<file path="src/spc_pkg.sv">
package spc_pkg;
  localparam int CLK_MHZ = 40;
  localparam int LPCLK_MHZ = 120;
  localparam int SRST_NS = 200;
  localparam int SRST_CYC = (SRST_NS * CLK_MHZ + 999) / 1000;
  localparam int DET_NS = 1000;
  localparam int DET_CYC = (DET_NS * CLK_MHZ) / 1000;
  localparam int PSTATE_CYC = 4;
  localparam logic [1:0] PWR_P0 = 2'h0;
  localparam logic [1:0] PWR_P1 = 2'h1;
  localparam logic [1:0] PWR_P2 = 2'h2;
  localparam logic [1:0] PWR_P3 = 2'h3;
  localparam logic [2:0] ST_OK = 3'h0;
  localparam logic [2:0] ST_SKP_ADD = 3'h1;
  localparam logic [2:0] ST_SKP_REM = 3'h2;
  localparam logic [2:0] ST_RX_PRESENT = 3'h3;
  localparam logic [2:0] ST_DECODE = 3'h4;
  localparam logic [2:0] ST_OVERFLOW = 3'h5;
  localparam logic [2:0] ST_UNDERFLOW = 3'h6;
  localparam logic [2:0] ST_DISPARITY = 3'h7;
  localparam logic [7:0] SUB_SYM = 8'hFE;
  localparam logic [7:0] SKP_SYM = 8'h3C;
  localparam int FIFO_DEPTH = 16;
  localparam int DATA_W = 16;
  typedef enum logic [2:0] {TXM_IDLE, TXM_DATA, TXM_LOOP, TXM_LFPS, TXM_DETECT} spc_txmode_t;
  typedef enum {PS_BOOT, PS_SRST, PS_RUN, PS_CHANGE, PS_DETECT, PS_HOLD} spc_pstate_t;
endpackage : spc_pkg

</file>
<file path="src/spc_fifo.sv">
`timescale 1ns/1ps
module spc_fifo #(
  parameter int WIDTH = 18,
  parameter int DEPTH = 16
) (
  input wire logic clk_sys, // clock
  input wire logic rst, // sync reset
  input wire logic ce, // clock enable
  input wire logic [WIDTH-1:0] in_data, // write data
  input wire logic in_valid, // write valid
  output logic in_ready, // not full
  output logic [WIDTH-1:0] out_data, // head data
  output logic out_valid, // not empty
  input wire logic out_ready, // drain strobe
  output logic [$clog2(DEPTH):0] level // fill count
);
  localparam int AW = $clog2(DEPTH);
  logic [WIDTH-1:0] mem [DEPTH];
  logic [AW-1:0] wr_q;
  logic [AW-1:0] rd_q;
  logic [AW:0] cnt_q;
  wire push = in_valid && in_ready;
  wire pop = out_valid && out_ready;
  assign in_ready = (cnt_q != DEPTH[AW:0]);
  assign out_valid = (cnt_q != '0);
  assign out_data = mem[rd_q];
  assign level = cnt_q;
  always_ff @(posedge clk_sys)
  begin
    if (rst)
    begin
      wr_q <= '0;
      rd_q <= '0;
      cnt_q <= '0;
    end
    else if (ce)
    begin
      if (push)
      begin
        mem[wr_q] <= in_data;
        wr_q <= wr_q + 1'b1;
      end
      if (pop)
        rd_q <= rd_q + 1'b1;
      cnt_q <= cnt_q + {{AW{1'b0}}, push} - {{AW{1'b0}}, pop};
    end
  end
endmodule : spc_fifo

</file>
<file path="src/spc_phy_ctrl.sv">
`timescale 1ns/1ps
module spc_phy_ctrl
  import spc_pkg::*;
#(
  parameter int DW = DATA_W,
  parameter int DEPTH = FIFO_DEPTH,
  parameter int DET_CYCLES = DET_CYC
) (
  input wire logic clk_sys, // 40 MHz core clock
  input wire logic rst, // sync reset, chip reset already synchronised
  input wire logic ce, // freezes all state when low
  input wire logic logic_reset_n, // functional reset, low active
  input wire logic soft_reset_req, // soft reset bit from register set
  input wire logic [1:0] refclk_freq_strap, // strap
  input wire logic [1:0] power_down, // requested power state
  input wire logic tx_detect_or_loopback, // detect / loopback request
  input wire logic tx_electrical_idle, // transmit idle request
  input wire logic rx_term_enable, // receiver termination present
  input wire logic rx_lfps_seen, // analog LFPS detector
  input wire logic rx_far_present, // analog detect comparator
  input wire logic empty_model, // elastic buffer model select
  input wire logic [DW-1:0] rx_sym_data, // decoded symbols
  input wire logic rx_sym_valid, // symbol valid
  input wire logic rx_sym_is_skp, // symbol pair is SKP set
  input wire logic rx_decode_err, // 8b/10b code error
  input wire logic rx_disp_err, // disparity error
  output logic rx_sym_ready, // buffer can take symbols
  output logic [DW-1:0] rx_data, // receive data to controller
  output logic [2:0] rx_event_code, // receive status
  output logic phy_done_pulse, // completion signal
  output logic rx_electrical_idle, // receive idle indication
  output logic low_power_clock_out, // low-power clock enable
  output logic pipe_clk_run, // pipe clock and PLL on
  output logic ulpi_bus_turnaround, // turnaround signal
  output logic rx_cmd_update, // command update pulse
  output logic [2:0] tx_mode, // transmit path selection
  output logic [1:0] strap_refclk // captured strap
);
  localparam int PSW = 8;
  spc_pstate_t ps_q;
  logic [PSW-1:0] cnt_q;
  logic [31:0] det_q;
  logic [1:0] pwr_q;
  logic boot_q;
  logic strap_done_q;
  logic done_q;
  logic [2:0] code_q;
  logic [DW-1:0] data_q;
  logic dir_q;
  logic upd_q;
  logic srst_q;
  logic lpclk_q;
  logic pclk_q;
  logic eidle_q;
  logic [2:0] txm_q;
  logic [DW+2:0] f_out;
  logic f_valid;
  logic f_in_ready;
  logic [$clog2(DEPTH):0] f_level;
  logic under_q;
  logic core_rst;
  logic drain;
  logic det_arm_q;
  // core logic resets on chip or functional reset, not on soft reset
  assign core_rst = rst || !logic_reset_n;

  function automatic logic [2:0] txdecode(input logic [1:0] pw, input logic det, input logic idle);
    logic [2:0] m;
    m = TXM_IDLE;
    if (!idle)
      m = (pw == PWR_P0 && det) ? TXM_LOOP : (pw == PWR_P0) ? TXM_DATA : TXM_LFPS;
    else if (pw == PWR_P0)
      m = det ? TXM_LFPS : TXM_IDLE;
    else if (pw == PWR_P3 || (pw == PWR_P2 && det))
      m = TXM_DETECT;
    return m;
  endfunction : txdecode

  wire [2:0] txm_d = txdecode(pwr_q, tx_detect_or_loopback, tx_electrical_idle);
  wire det_now = (txm_d == TXM_DETECT);
  wire [2:0] present_code = rx_far_present ? ST_RX_PRESENT : ST_OK;

  always_ff @(posedge clk_sys)
  begin
    if (rst)
    begin
      boot_q <= 1'b1;
      strap_done_q <= 1'b0;
      strap_refclk <= 2'h0;
    end
    else if (ce)
    begin
      boot_q <= 1'b0;
      if (!strap_done_q)
      begin
        strap_refclk <= refclk_freq_strap;
        strap_done_q <= 1'b1;
      end
    end
  end

  // power and detect sequencer
  always_ff @(posedge clk_sys)
  begin
    if (core_rst)
    begin
      ps_q <= PS_BOOT;
      cnt_q <= '0;
      det_q <= '0;
      det_arm_q <= 1'b1;
      pwr_q <= PWR_P2;
      done_q <= 1'b1;
      pclk_q <= 1'b1;
      lpclk_q <= 1'b0;
      srst_q <= 1'b0;
    end
    else if (ce)
    begin
      case (ps_q)
        PS_BOOT:
        begin
          cnt_q <= cnt_q + 1'b1;
          if (cnt_q == PSW'(PSTATE_CYC))
          begin
            done_q <= 1'b0;
            pwr_q <= power_down;
            ps_q <= PS_RUN;
          end
        end
        PS_SRST:
        begin
          cnt_q <= cnt_q + 1'b1;
          if (cnt_q == PSW'(SRST_CYC))
          begin
            srst_q <= 1'b0;
            ps_q <= PS_RUN;
          end
        end
        PS_RUN:
        begin
          done_q <= 1'b0;
          cnt_q <= '0;
          det_q <= '0;
          if (soft_reset_req && !srst_q)
          begin
            srst_q <= 1'b1;
            ps_q <= PS_SRST;
          end
          else if (power_down != pwr_q)
          begin
            pwr_q <= power_down;
            ps_q <= PS_CHANGE;
            pclk_q <= 1'b1;
            lpclk_q <= 1'b0;
          end
          else if (det_now && det_arm_q)
          begin
            det_arm_q <= 1'b0;
            ps_q <= PS_DETECT;
          end
          // a request still held after its result must not start a second detect
          if (!tx_detect_or_loopback && pwr_q != PWR_P3)
            det_arm_q <= 1'b1;
        end
        PS_CHANGE:
        begin
          cnt_q <= cnt_q + 1'b1;
          if (pwr_q == PWR_P3)
          begin
            if (cnt_q == PSW'(PSTATE_CYC))
              done_q <= 1'b1;
            if (cnt_q == PSW'(PSTATE_CYC + 1))
              pclk_q <= 1'b0;
            if (cnt_q == PSW'(PSTATE_CYC + 2))
            begin
              done_q <= 1'b0;
              lpclk_q <= 1'b1;
              det_arm_q <= 1'b1;
              ps_q <= PS_RUN;
            end
          end
          else if (cnt_q == PSW'(PSTATE_CYC))
          begin
            done_q <= 1'b1;
            det_arm_q <= 1'b1;
            ps_q <= PS_RUN;
          end
        end
        PS_DETECT:
        begin
          det_q <= det_q + 1'b1;
          if (det_q == 32'(DET_CYCLES))
          begin
            done_q <= 1'b1;
            ps_q <= (pwr_q == PWR_P3) ? PS_HOLD : PS_RUN;
          end
        end
        PS_HOLD:
        begin
          if (!tx_detect_or_loopback)
          begin
            done_q <= 1'b0;
            ps_q <= PS_RUN;
          end
        end
        default:
          ps_q <= PS_BOOT;
      endcase
    end
  end

  // turnaround and command update around soft reset
  always_ff @(posedge clk_sys)
  begin
    if (rst)
    begin
      dir_q <= 1'b1;
      upd_q <= 1'b0;
    end
    else if (ce)
    begin
      dir_q <= !srst_q;
      upd_q <= !dir_q && !srst_q;
    end
  end

  // monitoring stays on in all power states
  always_ff @(posedge clk_sys)
  begin
    if (core_rst)
    begin
      eidle_q <= 1'b1;
      txm_q <= TXM_IDLE;
    end
    else if (ce)
    begin
      eidle_q <= !(rx_lfps_seen && rx_term_enable);
      txm_q <= (ps_q == PS_RUN || ps_q == PS_DETECT) ? txm_d : TXM_IDLE;
    end
  end

  // elastic buffer: decode/disparity flags travel with the data
  spc_fifo #(
    .WIDTH(DW + 3),
    .DEPTH(DEPTH)
  ) u_eb (
    .clk_sys(clk_sys),
    .rst(core_rst),
    .ce(ce),
    .in_data({rx_sym_is_skp, rx_decode_err, rx_disp_err, rx_sym_data}),
    .in_valid(rx_sym_valid),
    .in_ready(f_in_ready),
    .out_data(f_out),
    .out_valid(f_valid),
    .out_ready(drain),
    .level(f_level)
  );
  // overflow: symbol arrives while full, so it is dropped
  wire ovf = rx_sym_valid && !f_in_ready;
  wire half = f_level >= ($clog2(DEPTH)+1)'(DEPTH / 2);
  wire head_skp = f_valid && f_out[DW+2];
  // half-full model flags ST_SKP_REM on a SKP set at or above half but still forwards it to rx_data, adds one when below
  wire skp_rem = !empty_model && head_skp && half;
  wire skp_add = !empty_model && head_skp && !half && !under_q;
  assign drain = !skp_add;
  wire under = !f_valid && !empty_model;
  // status priority: decode, overflow, underflow, disparity, SKP, detect
  wire [2:0] st_d =
    (f_valid && f_out[DW+1]) ? ST_DECODE :
    ovf ? ST_OVERFLOW :
    under ? ST_UNDERFLOW :
    (f_valid && f_out[DW]) ? ST_DISPARITY :
    skp_add ? ST_SKP_ADD :
    skp_rem ? ST_SKP_REM :
    (ps_q == PS_DETECT && det_q == 32'(DET_CYCLES)) ? present_code :
    ps_q == PS_HOLD ? code_q : ST_OK;
  // empty model inserts SKP instead of flagging underflow
  wire [DW-1:0] dat_d =
    (f_valid && f_out[DW+1]) ? {SUB_SYM, f_out[7:0]} :
    f_valid ? f_out[DW-1:0] :
    empty_model ? {SKP_SYM, SKP_SYM} : {SUB_SYM, SUB_SYM};

  always_ff @(posedge clk_sys)
  begin
    if (core_rst)
    begin
      code_q <= ST_OK;
      data_q <= '0;
      under_q <= 1'b0;
    end
    else if (ce)
    begin
      code_q <= st_d;
      data_q <= dat_d;
      under_q <= under;
    end
  end

  assign rx_sym_ready = f_in_ready;
  assign rx_data = data_q;
  assign rx_event_code = code_q;
  assign phy_done_pulse = done_q;
  assign rx_electrical_idle = eidle_q;
  assign low_power_clock_out = lpclk_q;
  assign pipe_clk_run = pclk_q;
  assign ulpi_bus_turnaround = dir_q;
  assign rx_cmd_update = upd_q;
  assign tx_mode = txm_q;

  a_lpclk_p3: assert property (@(posedge clk_sys) disable iff (rst)
    low_power_clock_out |-> pwr_q == PWR_P3) else $error("low-power clock outside P3");
  a_p0_pulse: assert property (@(posedge clk_sys) disable iff (core_rst)
    (ps_q == PS_CHANGE && pwr_q != PWR_P3 && $rose(done_q)) |=> !done_q) else $error("done not single");
  a_p3_order: assert property (@(posedge clk_sys) disable iff (core_rst)
    ($fell(pipe_clk_run) && ce) |-> done_q) else $error("clock stopped without done");
  a_idle_lfps: assert property (@(posedge clk_sys) disable iff (core_rst)
    ($fell(eidle_q)) |-> $past(rx_term_enable)) else $error("idle drop without termination");
  a_decode_sub: assert property (@(posedge clk_sys) disable iff (core_rst)
    (rx_event_code == ST_DECODE) |-> rx_data[DW-1 -: 8] == SUB_SYM) else $error("decode without SUB");
  a_under_sub: assert property (@(posedge clk_sys) disable iff (core_rst)
    (rx_event_code == ST_UNDERFLOW) |-> rx_data == {SUB_SYM, SUB_SYM}) else $error("underflow without SUB");
  a_empty_noflag: assert property (@(posedge clk_sys) disable iff (core_rst)
    (ce && $past(empty_model)) |-> rx_event_code != ST_UNDERFLOW) else $error("underflow in empty model");
  a_turn_back: assert property (@(posedge clk_sys) disable iff (rst)
    (ce && $rose(ulpi_bus_turnaround)) |-> rx_cmd_update)
    else $error("no command update");
endmodule : spc_phy_ctrl

</file>
<file path="config.mk">
export PLATFORM = sky130hd
export DESIGN_NAME = spc_phy_ctrl
export DESIGN_NICKNAME = d
export VERILOG_FILES = /design/src/spc_pkg.sv /design/src/spc_fifo.sv /design/src/spc_phy_ctrl.sv
export SDC_FILE = /design/constraint.sdc
export NUM_CORES = 1
export LEC_CHECK = 0
export BUFFER_PORTS_ARGS = -buffer_cell sky130_fd_sc_hd__buf_2
export CORE_MARGIN = 4
export CORE_UTILIZATION = 39
export DETAILED_ROUTE_END_ITERATION = 10
export PLACE_DENSITY = 0.64
export SYNTH_ARGS = -nofsm -noshare
export SYNTH_HDL_FRONTEND = slang
export SYNTH_SLANG_ARGS = --single-unit
</file>
<file path="constraint.sdc">
create_clock -name clk_sys -period 4.7 [get_ports clk_sys]
set_clock_uncertainty 0.05 [all_clocks]
set_input_delay 0.235 -clock clk_sys [delete_from_list [all_inputs] [get_ports clk_sys]]
set_output_delay 0.235 -clock clk_sys [all_outputs]
set_load 0.01 [all_outputs]
</file>
# Word-level counts from Yosys, hierarchy flattened

Memories as Yosys holds them, arrays and structs flattened. A register that Yosys moved wholly into a read port is not among the register bits.
Index checks and enable logic that the tools add are counted.

Flip-flop bits (word level): 121
Memory bits (writable): 304
Input bits: 35
Output and inout port bits: 31
Logic and storage cells: 191
Memories: 1

$add $sub $neg: 6
$lt $le $gt $ge: 1
Eq/ne operators: 36
Muxes and demuxes: 69
Bitwise logic cells: 1
Reduce and logical (&&, ||, !) cells: 56

Memory list:

| memory   | words | bits a word | rd ports | clocked after Yosys merged registers in | wr ports | RTL line       | source |
|---|---|---|---|---|---|---|---|
| u_eb.mem | 16    | 19          | 1        | 1                                       | 1        | spc_fifo.sv:18 | `logic [WIDTH-1:0] mem [DEPTH];` |

Operators with widths:

| operator                | number |
|---|---|
| $mux W32                | 9 |
| $pmux W32 S6            | 1 |
| $eq A32 B3 Y1 const B   | 3 |
| $eq A32 B2 Y1 const B   | 2 |
| $eq A32 B4 Y1 const B   | 2 |
| $pmux W32 S2            | 1 |
| $mux W16                | 3 |
| $mux W3                 | 13 |
| $add A32 B1 Y32 const B | 1 |
| $eq A32 B1 Y1 const B   | 1 |
| $eq A32 B6 Y1 const B   | 1 |
| $logic_not A32 Y1       | 1 |
| $mux W1                 | 26 |
| $eq A8 B3 Y1 const B    | 3 |
| $ne A2 B2 Y1 const B    | 11 |
| $logic_and A1 B1 Y1     | 19 |
| $reduce_and A6 Y1       | 3 |
| $pmux W8 S2             | 1 |
| $ne A3 B3 Y1 const B    | 5 |
| $mux W2                 | 7 |
| $reduce_and A2 Y1       | 6 |
| $logic_not A1 Y1        | 11 |
| $reduce_and A5 Y1       | 2 |
| $reduce_bool A2 Y1      | 5 |
| 23 further kinds        | 32 |

# Logic depth before layout (Yosys ltp)

Depth in word-level cells: 13
Gate-level depth with buffers: 15
Depth with buffers taken out: 15

# By module

Synthesis repeated with hierarchy kept, for this count alone.

Cell total of the unflattened synthesis: 1139
Area total of the unflattened synthesis: 17367.9 um2

Modules (own cells, without submodules):

| module       | times used | cells an instance | area an instance (um2) | sequential area each (um2) |
|---|---|---|---|---|
| spc_fifo     | 1          | 577               | 12341.8                | 9469.1 |
| spc_phy_ctrl | 1          | 562               | 5026.1                 | 2162.1 |

# Worst setup path after synthesis

OpenSTA, ideal clock, no wires.

Path kind: flip-flop to flip-flop
From: register (tool-made name)
To: register u_eb.cnt_q[4] (netlist: u_eb.level[4])
Setup time: 0.091 ns
Arrival time: 3.200 ns
Data required time: 4.559 ns
Setup slack: 1.359 ns
Stages on the path, launching flop included: 16
Buffers on the path: 1
Clock period less this slack: 3.341 ns
Cell sequence: dfxtp_1 buf_2 mux4_1 o21ai_0 nor2_1 nor2_1 nor3_1 nor2_1 ha_1 inv_1 ha_1 fa_1 a21oi_1 nor2_1 or3_1 a311oi_1

RTL lines:

| element              | RTL line       | source |
|---|---|---|
| end signal, assigned | spc_fifo.sv:45 | `cnt_q <= cnt_q + {{AW{1'b0}}, push} - {{AW{1'b0}}, pop};` |
| end, declared        | spc_fifo.sv:21 | `logic [AW:0] cnt_q;` |

==> impl_results.md <==
* Cts repair resizes at 0
* Setup crit end: rx_event_code[1]
* Root buf cell: clkbuf_16
* DPL Wire Length at 22600 µm
* Synth Instances at 1118
* Commonest non-fill, non-tap cell in the layout: edfxtp_1
* Detail Route Antenna Nets at 0
* Post-synth cell types at 61
* Post-layout util at 0.463
* Syn_nets at 1173
* Vias in the first global route at 9706
* Final wirelength at 37700 µm
* CP cell instances: buf_4 -> mux4_1 -> mux4_2 -> a21oi_2 -> or4b_4 -> o31ai_4 -> a211oi_1 -> a31o_1
* Largest net degree at the start of global routing at 50
* Core footprint at 43300 µm²
* RSZ-0062 raised after global routing: no
* Vert. Die Dim at 218 µm
* Post-Syn Area per Cell at 15.3 µm²
* Aggregate global-route resource usage at 0.159
* Total Die Area at 47400 µm²
* Synth Flop Type: edfxtp_1
* CTS Buf Count at 45
* Synthesis warning total at 0
* Slew @ Worst Pin at 963 ps
* R2R Path End: rx_event_code[1]
* Setup Buffers After CTS at 0
* Final Max Slew Viols at 0
* Nets at 1294
* Total power draw at 0.00798 W
* Clock sink total at 429
* Initial antenna violation count at 1
* DR iter-0 viols at 969
* Fmax at 0.280 GHz
* LEAKAGE at 6.54 nW
* Max Root-Sink Buffers at 3
* WS Path Type: flip-flop to flip-flop
* Setup-failing EPs final at 0
* Number of flops mapped to enable cells by yosys at 304
* First-pass GRT wire length at 58200 µm
* Mapped cell area at 17100 µm²
* Type of the worst min-delay path: primary input to flip-flop
* Yosys reg bits at 429
* Kind of end point of the critical path: flip-flop
* Vias after detailed routing at 9803
* Register area share after synthesis at 0.679
* Fin crit share at 0.759
* Clock-pin slew on the worst setup and hold paths at 60 ps
* Area after DPL at 18300 µm²
* GRT overflow at 0
* Starting Density at 0.396
* H-tree Lvls at 2
* PwrDens at 398 nW/µm²
* Final hold slack at 72.4 ps
* Fin crit period at 3570 ps
* Status: completed
* Critical path's largest stage delay at 630 ps
* R2R depth at 8
* Clock Latency Late Sink at 570 ps
* Final TNS setup at 0 ps
* Avg WL per Cell at 20.3 µm
* Worst EP required at 5090 ps
* DRT Pass-1 Iters at 5
* CTS tree: done
* Final hold viol count at 0
* Arrival time of the worst setup path at 3960 ps
* Die width at 218 µm
* Max-cap violation count at 0
* WP buf/inv at 1
* Slowest CP cell: mux4_1
* Area Growth Syn to Fin at 17.0%
* DRC viols at 0
* FFs w/ async S/R, synth at 0
* Placer Congestion at 0.792
* Share of cells above drive strength 1 at 0.226
* FP Rows at 76
* Headroom to the max-slew limit at 0.356
* Commonest non-fill, non-tap cells in the layout: 304 x edfxtp_1, 122 x dfxtp_1, 88 x mux4_2, 84 x nor2_1, 65 x buf_2
* Crit-path max FO at 24
* Ports at 66
* Final Instance Area at 20000 µm²
* Levels on crit path at 8
* IO Port Bufs at 65
* CP delay by family, top: multiplexers
* Vias/cell at 5.27
* Flop-to-flop setup slack at 1130 ps
* CP Launch Type: flip-flop
* Max IR drop VDD at 0.233 mV
[where the power goes]
group          switching [W]  internal (W)
sequential         0.0000162       0.00406
clock                0.00146       0.00201
combinational       0.000251      0.000183
[Yosys cell counts (4+ instances only)]
master / n / share of area
edfxtp_1: 304 / 0.53
dfxtp_1: 125 / 0.15
nor2_1: 96 / 0.021
mux4_2: 88 / 0.12
nand2_1: 57 / 0.012
a21oi_1: 40 / 0.012
clkbuf_1: 36 / 0.0079
o21ai_0: 35 / 0.010
and2_1: 34 / 0.012
inv_1: 28 / 0.0061
nor3_1: 26 / 0.0076
nand3_1: 25 / 0.0073
xnor2_1: 22 / 0.011
ha_1: 19 / 0.014
nor4_1: 19 / 0.0069
xor2_1: 17 / 0.0087
nand4_1: 14 / 0.0051
and3_1: 11 / 0.0040
or3_1: 10 / 0.0037
buf_1: 9 / 0.0020
nand2b_1: 9 / 0.0033
mux2i_1: 8 / 0.0047
nor2b_1: 8 / 0.0029
buf_2: 5 / 0.0015
mux2_2: 5 / 0.0033
o221a_2: 5 / 0.0033
a2111oi_0: 4 / 0.0020
a22oi_1: 4 / 0.0018
and4_1: 4 / 0.0020
o31ai_1: 4 / 0.0018
[worst min-delay path, cell delays in order]
cell and delay [ps]:
buf_2 110, xor2_1 80, a22oi_1 150, nor2_1 50
[stage by stage]
stage	cells	setup WS [ps]
after floorplan	1118	1360
after global placement	1748	1230
after detailed placement	1748	1120
after CTS	1860	1100
after global routing	1860	989
final	1861	1130
[final cells by class]
cell class              instances  area (µm²)
clock inverters                29         255
fillers                      3731       23200
multi-input cells             609        5240
well taps                     585         732
clock buffers                  54        1200
diodes                          1        2.50
repair buffers                125         861
inverters                      29         109
flip-flops and latches        429       11600
[cell families after synthesis]
group / after synthesis / synth area share
mux: 103 / 0.127
flops: 429 / 0.679
compound gates: 126 / 0.0476
fa+ha+maj: 20 / 0.0150
simple gates: 321 / 0.0937
buf+inv: 80 / 0.0183
xor+xnor: 39 / 0.0199
[metal layers]
layer | vias to the layer above | track usage | routed length (µm)
li1 | 4552 | - | -
met1 | 4939 | 0.221 | 16500
met2 | 261 | 0.262 | 18300
met3 | 51 | 0.0259 | 2200
met4 | 0 | 0.0407 | 687
met5 | - | 0 | 0
[repair_timing]
item,CTS,global route
hold endpoints to repair,311,0
hold buffers,29,0
setup endpoints to repair,0,0
[state kept, by name, summed over array words and instances (netlist names), 2 cells and up, named ones only]
register,cells
pwr_q,2
rx_data,16
u_eb.mem,304
u_eb.rd_q,4
ps_q,32
u_eb.wr_q,4
strap_refclk,2
det_q,32
tx_mode,3
rx_event_code,3
u_eb.level,5
cnt_q,8
[worst min-delay path by stage]
stage / endpoint / slack [ps] / start / cells after the start
global placement: ps_q[6] / 390 / ps_q[6] / 1
finish: tx_mode[0] / 70 / tx_electrical_idle / 4
global route: tx_mode[0] / 120 / tx_electrical_idle / 4
floorplan: strap_refclk[0] / 250 / rst / 1
detailed placement: pipe_clk_run / 390 / pipe_clk_run / 1
CTS: tx_mode[0] / 50 / tx_electrical_idle / 4
No activity file was read; power rests on OpenSTA's default activity.
